File: src/csrm_pkg.sv
// constants, types and register map of the controlled stop ramp monitor
package csrm_pkg;

	// ====================================================================
	// timing
	localparam int unsigned CLK_HZ      = 10_000_000;
	localparam int unsigned MS_PER_S    = 1000;
	localparam int unsigned CYC_PER_MS  = CLK_HZ / MS_PER_S;
	localparam int unsigned PCT_FULL    = 100;
	localparam int unsigned SMOOTH_DIV  = 200;
	localparam logic [7:0]  ENC_MS_SHORT = 8'h0C;
	localparam logic [7:0]  ENC_MS_MID   = 8'h32;
	localparam logic [7:0]  ENC_MS_LONG  = 8'h64;
	localparam logic [7:0]  PCT_MAX      = 8'h64;

	// ====================================================================
	// register map, byte addresses
	localparam int unsigned ADDR_W = 8;
	localparam logic [7:0] OFS_CTRL   = 8'h00;
	localparam logic [7:0] OFS_STATUS = 8'h04;
	localparam logic [7:0] OFS_ENC    = 8'h08;
	localparam logic [7:0] OFS_WINDOW = 8'h0C;
	localparam logic [7:0] OFS_INTVL  = 8'h10;
	localparam logic [7:0] OFS_CFG    = 8'h14;
	localparam logic [7:0] OFS_SMOOTH = 8'h18;
	localparam logic [7:0] OFS_REL    = 8'h1C;
	localparam logic [7:0] OFS_ABS    = 8'h20;
	localparam logic [7:0] OFS_MONSPD = 8'h24;
	localparam logic [7:0] OFS_MARGIN = 8'h28;
	localparam int unsigned CTRL_FOLLOW = 0;
	localparam int unsigned CTRL_ACK    = 1;
	localparam int unsigned CFG_SRC     = 0;
	localparam int unsigned CFG_MODE    = 1;
	localparam int unsigned CFG_RAMP    = 2;
	localparam int unsigned CFG_OFSABS  = 3;

	// ====================================================================
	// reset values
	localparam logic [15:0] RST_WINDOW = 16'h000A;
	localparam logic [15:0] RST_INTVL  = 16'h03E8;
	localparam logic [15:0] RST_ABS    = 16'h0000;
	localparam logic [7:0]  RST_SMOOTH = 8'h00;
	localparam logic [7:0]  RST_REL    = 8'h00;
	localparam logic [15:0] MARGIN_TOP = 16'hFFFF;

	// ====================================================================
	// types
	typedef enum logic [2:0] {CSRM_IDLE, CSRM_STOP, CSRM_HOLD, CSRM_TOFF, CSRM_ERROR} csrm_state_t;
	typedef struct packed {
		logic [7:0]  enc_ms;
		logic [15:0] window;
		logic [15:0] interval;
		logic        src;
		logic        mode;
		logic        ramp_en;
		logic        ofs_abs;
		logic [7:0]  smooth;
		logic [7:0]  rel;
		logic [15:0] abs_ofs;
	} csrm_cfg_t;
	typedef struct packed {
		logic        active;
		logic        pos_hold;
		logic        torque_off;
		logic        err;
		logic        zero;
	} csrm_out_t;
	typedef struct packed {
		logic        pready;
		logic        pslverr;
		logic [31:0] prdata;
	} csrm_apb_t;

endpackage

File: src/csrm_monitor.sv
// controlled stop ramp monitor with apb register slave
//
// Local design decisions: the APB register port and the register addresses.
`timescale 1ns/1ps
module csrm_monitor
	import csrm_pkg::*;
#(
	parameter int unsigned CYC_PER_MS_P = CYC_PER_MS
) (
	input  wire logic              pclk,
	input  wire logic              presetn,
	input  wire logic              pclken,
	input  wire logic [ADDR_W-1:0] paddr,
	input  wire logic              psel,
	input  wire logic              penable,
	input  wire logic              pwrite,
	input  wire logic [31:0]       pwdata,
	input  wire logic [3:0]        pstrb,
	output logic [31:0]            prdata,
	output logic                   pready,
	output logic                   pslverr,
	input  wire logic              stop_bus_bit,
	input  wire logic              param_unlock,
	input  wire logic              enc_fault,
	input  wire logic [15:0]       speed_rpm,
	input  wire logic              speed_vld,
	output logic                   torque_off,
	output logic                   pos_hold,
	output logic                   error_stop,
	output logic                   zero_speed,
	output logic                   stop_active
);

	// ====================================================================
	// state
	typedef struct packed {
		csrm_state_t st;
		logic        req_s1;
		logic        req_s2;
		logic        unl_s1;
		logic        unl_s2;
		logic        enc_s1;
		logic        enc_s2;
		logic [15:0] pre;
		logic [15:0] ms;
		logic [7:0]  enc_cnt;
		logic [15:0] spd;
		logic [15:0] start;
		logic [15:0] dly;
		logic [15:0] span;
		logic [15:0] env;
		logic [31:0] acc;
		logic [15:0] margin;
		logic        follow;
		csrm_cfg_t   cfg;
		csrm_out_t   out;
		csrm_apb_t   apb;
	} csrm_regs_t;

	localparam logic [15:0] CYC_LAST = 16'(CYC_PER_MS_P - 1);

	csrm_regs_t  s_q;
	csrm_regs_t  s_d;
	logic        tick;
	logic        req;
	logic        zero;
	logic        expired;
	logic        chk;
	logic        viol;
	logic        setup;
	logic        wr;
	logic        ack;
	logic        enc_trip;
	logic [15:0] rel_off;
	logic [15:0] offs;
	logic [16:0] start_sum;
	logic [15:0] new_start;
	logic [15:0] new_dly;
	logic [15:0] diff;
	logic [31:0] acc_n;
	logic [31:0] rd;
	logic        bad;

	// byte-lane merge of a write into a field of up to two bytes
	function automatic logic [15:0] merge16(input logic [15:0] old, input logic [31:0] wd,
		input logic [3:0] strb);
		logic [15:0] r;
		r = old;
		if (strb[0]) begin
			r[7:0] = wd[7:0];
		end
		if (strb[1]) begin
			r[15:8] = wd[15:8];
		end
		return r;
	endfunction

	// ====================================================================
	// combinational evaluation, once per control cycle
	always_comb begin
		s_d = s_q;
		// the stop, unlock and encoder fault pins pass two flip-flops before use
		s_d.req_s1 = stop_bus_bit;
		s_d.req_s2 = s_q.req_s1;
		s_d.unl_s1 = param_unlock;
		s_d.unl_s2 = s_q.unl_s1;
		s_d.enc_s1 = enc_fault;
		s_d.enc_s2 = s_q.enc_s1;
		if (speed_vld) begin
			s_d.spd = speed_rpm;
		end
		zero = s_q.spd <= s_q.cfg.window;
		s_d.out.zero = zero;
		req = s_q.req_s2 & s_q.cfg.src;
		// millisecond time base
		tick = s_q.pre == CYC_LAST;
		s_d.pre = tick ? '0 : s_q.pre + 16'h0001;
		expired = s_q.ms >= s_q.cfg.interval;
		if (!s_q.enc_s2) begin
			s_d.enc_cnt = '0;
		end else if (tick && s_q.enc_cnt != 8'hFF) begin
			s_d.enc_cnt = s_q.enc_cnt + 8'h01;
		end
		enc_trip = s_q.enc_s2 && (s_q.enc_cnt >= s_q.cfg.enc_ms);

		rel_off = 16'((32'(s_q.spd) * 32'(s_q.cfg.rel)) / PCT_FULL);
		if (s_q.cfg.ofs_abs) begin
			offs = s_q.cfg.abs_ofs;
		end else if (s_q.cfg.rel == RST_REL) begin
			offs = s_q.cfg.window;
		end else begin
			offs = rel_off;
		end
		start_sum = 17'(s_q.spd) + 17'(offs);
		new_start = start_sum[16] ? MARGIN_TOP : start_sum[15:0];
		new_dly = 16'((32'(s_q.cfg.interval) * 32'(s_q.cfg.smooth)) / SMOOTH_DIV);

		chk = s_q.cfg.ramp_en && (s_q.st == CSRM_STOP) && (s_q.ms >= s_q.dly);
		viol = chk && (s_q.spd > s_q.env);
		diff = (s_q.env > s_q.spd) ? s_q.env - s_q.spd : '0;

		// ================================================================
		// apb slave, answer in the access phase
		setup = psel && !penable;
		wr = psel && penable && pwrite && s_q.apb.pready && !s_q.apb.pslverr;
		ack = wr && (paddr == OFS_CTRL) && pwdata[CTRL_ACK];
		rd = '0;
		bad = 1'b0;
		unique case (paddr)
			OFS_CTRL: begin
				rd[CTRL_FOLLOW] = s_q.follow;
			end
			OFS_STATUS: begin
				rd = {26'h0, s_q.req_s2, s_q.out};
				bad = pwrite;
			end
			OFS_ENC: begin
				rd = {24'h0, s_q.cfg.enc_ms};
				bad = pwrite && (!s_q.unl_s2 || (pwdata[7:0] != ENC_MS_SHORT
					&& pwdata[7:0] != ENC_MS_MID && pwdata[7:0] != ENC_MS_LONG));
			end
			OFS_WINDOW: begin
				rd = {16'h0, s_q.cfg.window};
				bad = pwrite && !s_q.unl_s2;
			end
			OFS_INTVL: begin
				rd = {16'h0, s_q.cfg.interval};
				bad = pwrite && !s_q.unl_s2;
			end
			OFS_CFG: begin
				rd = {28'h0, s_q.cfg.ofs_abs, s_q.cfg.ramp_en, s_q.cfg.mode, s_q.cfg.src};
				bad = pwrite && !s_q.unl_s2;
			end
			OFS_SMOOTH: begin
				rd = {24'h0, s_q.cfg.smooth};
				bad = pwrite && (!s_q.unl_s2 || pwdata[7:0] > PCT_MAX);
			end
			OFS_REL: begin
				rd = {24'h0, s_q.cfg.rel};
				bad = pwrite && (!s_q.unl_s2 || pwdata[7:0] > PCT_MAX);
			end
			OFS_ABS: begin
				rd = {16'h0, s_q.cfg.abs_ofs};
				bad = pwrite && !s_q.unl_s2;
			end
			OFS_MONSPD: begin
				rd = {16'h0, s_q.env};
				bad = pwrite;
			end
			OFS_MARGIN: begin
				rd = {16'h0, s_q.margin};
				bad = pwrite;
			end
			default: begin
				bad = 1'b1;
			end
		endcase
		s_d.apb.pready = setup;
		s_d.apb.pslverr = setup && bad;
		s_d.apb.prdata = (setup && !pwrite && !bad) ? rd : '0;

		if (wr) begin
			unique case (paddr)
				OFS_CTRL: s_d.follow = pwdata[CTRL_FOLLOW];
				OFS_ENC: s_d.cfg.enc_ms = pwdata[7:0];
				OFS_WINDOW: s_d.cfg.window = merge16(s_q.cfg.window, pwdata, pstrb);
				OFS_INTVL: s_d.cfg.interval = merge16(s_q.cfg.interval, pwdata, pstrb);
				OFS_CFG: begin
					if (pstrb[0]) begin
						s_d.cfg.src = pwdata[CFG_SRC];
						s_d.cfg.mode = pwdata[CFG_MODE];
						s_d.cfg.ramp_en = pwdata[CFG_RAMP];
						s_d.cfg.ofs_abs = pwdata[CFG_OFSABS];
					end
				end
				OFS_SMOOTH: s_d.cfg.smooth = pwdata[7:0];
				OFS_REL: s_d.cfg.rel = pwdata[7:0];
				OFS_ABS: s_d.cfg.abs_ofs = merge16(s_q.cfg.abs_ofs, pwdata, pstrb);
				default: s_d.follow = s_q.follow;
			endcase
		end

		// ================================================================
		// stop sequence
		acc_n = s_q.acc;
		unique case (s_q.st)
			CSRM_IDLE: begin
				if (req) begin
					s_d.st = CSRM_STOP;
					s_d.pre = '0;
					s_d.ms = '0;
					s_d.start = new_start;
					s_d.env = new_start;
					s_d.dly = new_dly;
					s_d.span = (s_q.cfg.interval == new_dly) ? 16'h0001
						: s_q.cfg.interval - new_dly;
					s_d.acc = '0;
					s_d.margin = MARGIN_TOP;
				end
			end
			CSRM_STOP: begin
				if (tick && !expired) begin
					s_d.ms = s_q.ms + 16'h0001;
				end
				// ramp settings preset by the controller
				if (tick && s_q.cfg.ramp_en && s_q.ms >= s_q.dly) begin
					acc_n = s_q.acc + 32'(s_q.start);
				end
				if (acc_n >= 32'(s_q.span)) begin
					acc_n = acc_n - 32'(s_q.span);
					s_d.env = (s_q.env == '0) ? '0 : s_q.env - 16'h0001;
				end
				s_d.acc = acc_n;
				if (chk && diff < s_q.margin) begin
					s_d.margin = diff;
				end
				if (viol) begin
					s_d.st = CSRM_ERROR;
				// mode 1 stops at zero speed, into hold, or into torque off with follow set
				end else if (s_q.cfg.mode && zero) begin
					s_d.st = s_q.follow ? CSRM_TOFF : CSRM_HOLD;
				end else if (expired && zero) begin
					s_d.st = s_q.follow ? CSRM_TOFF : CSRM_HOLD;
				end else if (expired) begin
					s_d.st = CSRM_ERROR;
				end
			end
			CSRM_HOLD, CSRM_TOFF: begin
				if (!req) begin
					s_d.st = CSRM_IDLE;
				end
			end
			CSRM_ERROR: begin
				if (ack && !req) begin
					s_d.st = CSRM_IDLE;
				end
			end
		endcase
		if (enc_trip) begin
			s_d.st = CSRM_ERROR;
		end

		s_d.out.active = s_d.st == CSRM_STOP;
		s_d.out.pos_hold = s_d.st == CSRM_HOLD;
		s_d.out.torque_off = (s_d.st == CSRM_TOFF) || (s_d.st == CSRM_ERROR);
		s_d.out.err = s_d.st == CSRM_ERROR;
	end

	// ====================================================================
	// state register with clock enable
	always_ff @(posedge pclk or negedge presetn) begin
		if (!presetn) begin
			s_q <= '{st: CSRM_IDLE, pre: '0, ms: '0, enc_cnt: '0, spd: '0, start: '0,
				dly: '0, span: 16'h0001, env: '0, acc: '0, margin: MARGIN_TOP, follow: 1'b0,
				cfg: '{enc_ms: ENC_MS_SHORT, window: RST_WINDOW, interval: RST_INTVL,
					src: 1'b0, mode: 1'b0, ramp_en: 1'b0, ofs_abs: 1'b0,
					smooth: RST_SMOOTH, rel: RST_REL, abs_ofs: RST_ABS},
				out: '0, apb: '0, default: 1'b0};
		end else if (pclken) begin
			s_q <= s_d;
		end
	end

	// outputs straight from flip-flops
	assign prdata      = s_q.apb.prdata;
	assign pready      = s_q.apb.pready;
	assign pslverr     = s_q.apb.pslverr;
	assign torque_off  = s_q.out.torque_off;
	assign pos_hold    = s_q.out.pos_hold;
	assign error_stop  = s_q.out.err;
	assign zero_speed  = s_q.out.zero;
	assign stop_active = s_q.out.active;
endmodule

File: config.mk
export PLATFORM = sky130hd
export DESIGN_NAME = csrm_monitor
export DESIGN_NICKNAME = d
export VERILOG_FILES = /design/src/csrm_pkg.sv /design/src/csrm_monitor.sv
export SDC_FILE = /design/constraint.sdc
export NUM_CORES = 2
export LEC_CHECK = 0
export BUFFER_PORTS_ARGS = -buffer_cell sky130_fd_sc_hd__buf_2
export CELL_PAD_IN_SITES_DETAIL_PLACEMENT = 1
export CELL_PAD_IN_SITES_GLOBAL_PLACEMENT = 1
export CORE_MARGIN = 3
export CORE_UTILIZATION = 50
export CTS_BUF_LIST = sky130_fd_sc_hd__clkbuf_4 sky130_fd_sc_hd__clkbuf_8
export DETAILED_ROUTE_END_ITERATION = 12
export PLACE_DENSITY = 0.81
export SYNTH_ARGS = -nofsm -noshare
export SYNTH_HDL_FRONTEND = slang
export SYNTH_SLANG_ARGS = --single-unit
File: constraint.sdc
create_clock -name pclk -period 29.7 [get_ports pclk]
set_input_delay 0 -clock pclk [delete_from_list [all_inputs] [get_ports pclk]]
set_output_delay 0 -clock pclk [all_outputs]
set_load 0.05 [all_outputs]
==> run metrics <==
effective utilization at floorplan between 50% and 60%; flip-flop and latch count after synthesis 277; total detailed-routing wirelength 117,000 um; Die Span Y 271 um; beginning of the worst register-to-register path s_q[57]; Min Hold Slack 0.0137 ns; Via-to-Cell Ratio between 6 and 7; Routed wire per std cell 22.4 um; relative slew slack around 16%; via count of the first global-routing pass 34,600; count of final setup violators 0; Max Freq 46.3 MHz; final weighted congestion of routability-driven global placement 0.922; most common library cells after synthesis nand2_1 (476), inv_1 (354), o21ai_0 (297), dfrtp_1 (250), nor2_1 (245); Final min period 21.62 ns; end point of the critical path s_q[178]; fraction of final layout cells sized beyond drive strength 1 between 10% and 20%; port bufs 74; Inserted Clock Buffers 49; overall global routing resource usage 31.2%; WP data required 30.24 ns; Vias 33,000; mean instance size in the synthesized netlist between 8 and 9 sq um; synth unique cells 162; overall overflow remaining after global route 0; area added between synthesis and finish 6.65%; Core Region 69,200 sq um; level count of the clock H-tree 2; final cell utilization of the core 54.3%; Yosys top cell by area dfrtp_1; RSZ-0062 raised after global routing no; count of final hold-check violations 0; initial DRC count about 2,200; num rows 96; first-pass GRT wire length 188,000 um; cells after synthesis ~4,300; capture point of the worst reg-to-reg path s_q[178]; final period utilization 72.8%; area share of the largest cell type after synthesis 17.8%; clock transition time at the flip-flop clock pins of the worst setup and hold paths 0.07 ns; pin count of the biggest net entering global routing between 100 and 150; Main synth FF type dfrtp_1; die area approximately 74,000 sq um; fraction of registers with async set/reset 100%; final layout net count roughly 4,800; horizontal extent of the die 271 um; FF-to-FF setup slack between 8 and 9 ns; library cell with the highest instance count after synthesis nand2_1; cell with the largest stage delay on the worst path dfrtp_1; Setup Crit Path Kind reg -> reg; accumulated negative setup slack 0 ns; EDFF count, synth 0; number of cells on the worst reg-to-reg path 72; ranking of synthesized cells by area dfrtp_1 (18%), fa_1 (9.8%), ha_1 (8.6%); filler cell count around 8,400; post-detailed-route count of antenna-violating nets 0; post-cts repair resize count 0; TritonCTS clock tree done; leakage power 17.6 nW; number of warnings reported in the yosys synthesis log 0; buffer depth of the longest clock path 3; CP Launch Type register; Max Slew Vio Count 0; Post-CTS Hold Fix Bufs 50; buffer count from post-CTS setup fixing 0; worst voltage drop across the vdd grid 0.0339 mV; power per cell area 29.6 nW/um^2; post-synthesis instance area 35,200 sq um; area taken by flip-flops and latches ~7000 sq um; arrival time at the worst endpoint 22.16 ns; maximum fanout along the worst path 19; HPWL after DPL 86,600 um; fraction of the yosys area taken by sequential cells roughly 20%; Skew-Pair Late Insertion Delay slightly below 0.7 ns; crit-path most repeated cell a21oi_1; root buffer cell clkbuf_8; # IOs approximately 110; clock tree sinks 277; Critical Path Max Stage Delay 0.99 ns; initial antenna violation count 8; number of maximum-capacitance constraint violations 0; total area of multi-input combinational cells 25,800 sq um; transition at the pin with the smallest max-transition slack between 1 and 1.5 ns; result of the run completed; first element of the critical path s_q[57]; Critical Path Sink Type register; first drt pass iteration count 7; DRC violation count after routing 0; Clock Skew around 0.037 ns; class of the tightest hold or removal check in -> async
[worst max-delay path, delay by kind of cell (launching register included)]
family                     cells  cell delay [ns]
AOI/OAI and AO/OA             42            11.08
and+or+nand+nor               16             4.60
adders and majority gates      7             3.11
DFF                            1             0.99
muxes                          3             0.99
xor gates and xnor gates       1             0.55
buffers and inverters          3             0.15
[per-layer routing]
| metal | vias to the layer above | wire length [um] | track usage [%] |
|---|---|---|---|
| met5 | - | 0 | 0 |
| met4 | 0 | 3590 | 9.66 |
| met3 | 214 | 5810 | 3.75 |
| met2 | 869 | 56700 | 53.7 |
| met1 | 16700 | 51100 | 40.9 |
| li1 | 15200 | - | - |
[sequential cells by signal (all words and copies together) (netlist names)]
register / count
zero_speed: 1
s_d: 3
pos_hold: 1
error_stop: 1
torque_off: 1
s_q: 251
pslverr: 1
prdata: 16
pready: 1
stop_active: 1
[cell families after synthesis]
group                      Yosys count  synth area share [%]
other                                1                0.0106
adders and majority gates          419                  18.6
DFF                                277                  19.8
AOI/OAI and AO/OA                 1257                  25.8
muxes                              124                  3.81
xor gates and xnor gates           191                  4.97
buffers and inverters              576                  7.05
and+or+nand+nor                   1419                  20.0
[placed cells by master, fill, tap and decap left out, types with 39 or more instances in the layout]
cell type	synthesis	routed
o211ai_1	43	43
clkbuf_8	5	64
a21oi_1	205	204
o22ai_1	39	39
inv_1	354	354
fa_1	173	173
ha_1	242	242
xnor2_1	120	120
nand2_1	476	475
nand3_1	109	109
xor2_1	62	62
nor2_1	245	244
o21ai_0	297	296
mux2i_1	46	46
dfrtp_1	250	250
nor3_1	100	99
o21bai_1	40	40
buf_2	22	73
and2_1	171	171
a21o_1	88	88
nand4_1	45	45
dlygate4sd3_1	0	50
mux2_2	77	77
nand2b_1	44	44
a31oi_1	40	40
[worst min-delay path by stage]
stage	end	slack [ns]	cells past startpoint
floorplan	error_stop	-0.30	0
global placement	s_q[193]	0.14	1
detailed placement	s_q[192]	0.14	1
CTS	s_q[145]	0.02	2
global route	s_q[145]	0.08	2
finish	s_q[143]	0.01	2
[where the power goes]
| group | internal, mW | total [mW] | switching [mW] |
|---|---|---|---|
| clock | 0.228 | 0.420 | 0.192 |
| combinational | 0.105 | 0.272 | 0.167 |
| sequential | 0.389 | 0.420 | 0.0314 |
| total | 0.721 | 1.11 | 0.391 |
[stage by stage]
step | worst slack [ns] | area (sq um) | instances | power (mW)
after global routing | 6.49 | 37500 | 5239 | 1.16
after floorplan | 12.59 | 35300 | 4279 | 0.610
after CTS | 8.59 | 37500 | 5235 | 1.11
after detailed placement | 8.73 | 35900 | 5095 | 0.686
after global placement | 9.08 | 35900 | 5095 | 0.678
final | 8.08 | 37600 | 5241 | 1.11
[area by class of cell]
type / instances / area share (%)
diodes: 6 / 0.0400
clock buffers: 76 / 2.59
clock inverters: 14 / 0.380
inverters: 355 / 3.56
multi-input cells: 3426 / 68.8
flip-flops and latches: 277 / 18.5
well taps: 931 / 3.10
repair buffers: 156 / 2.99
Note: power is estimated with default switching activity, not from simulation.
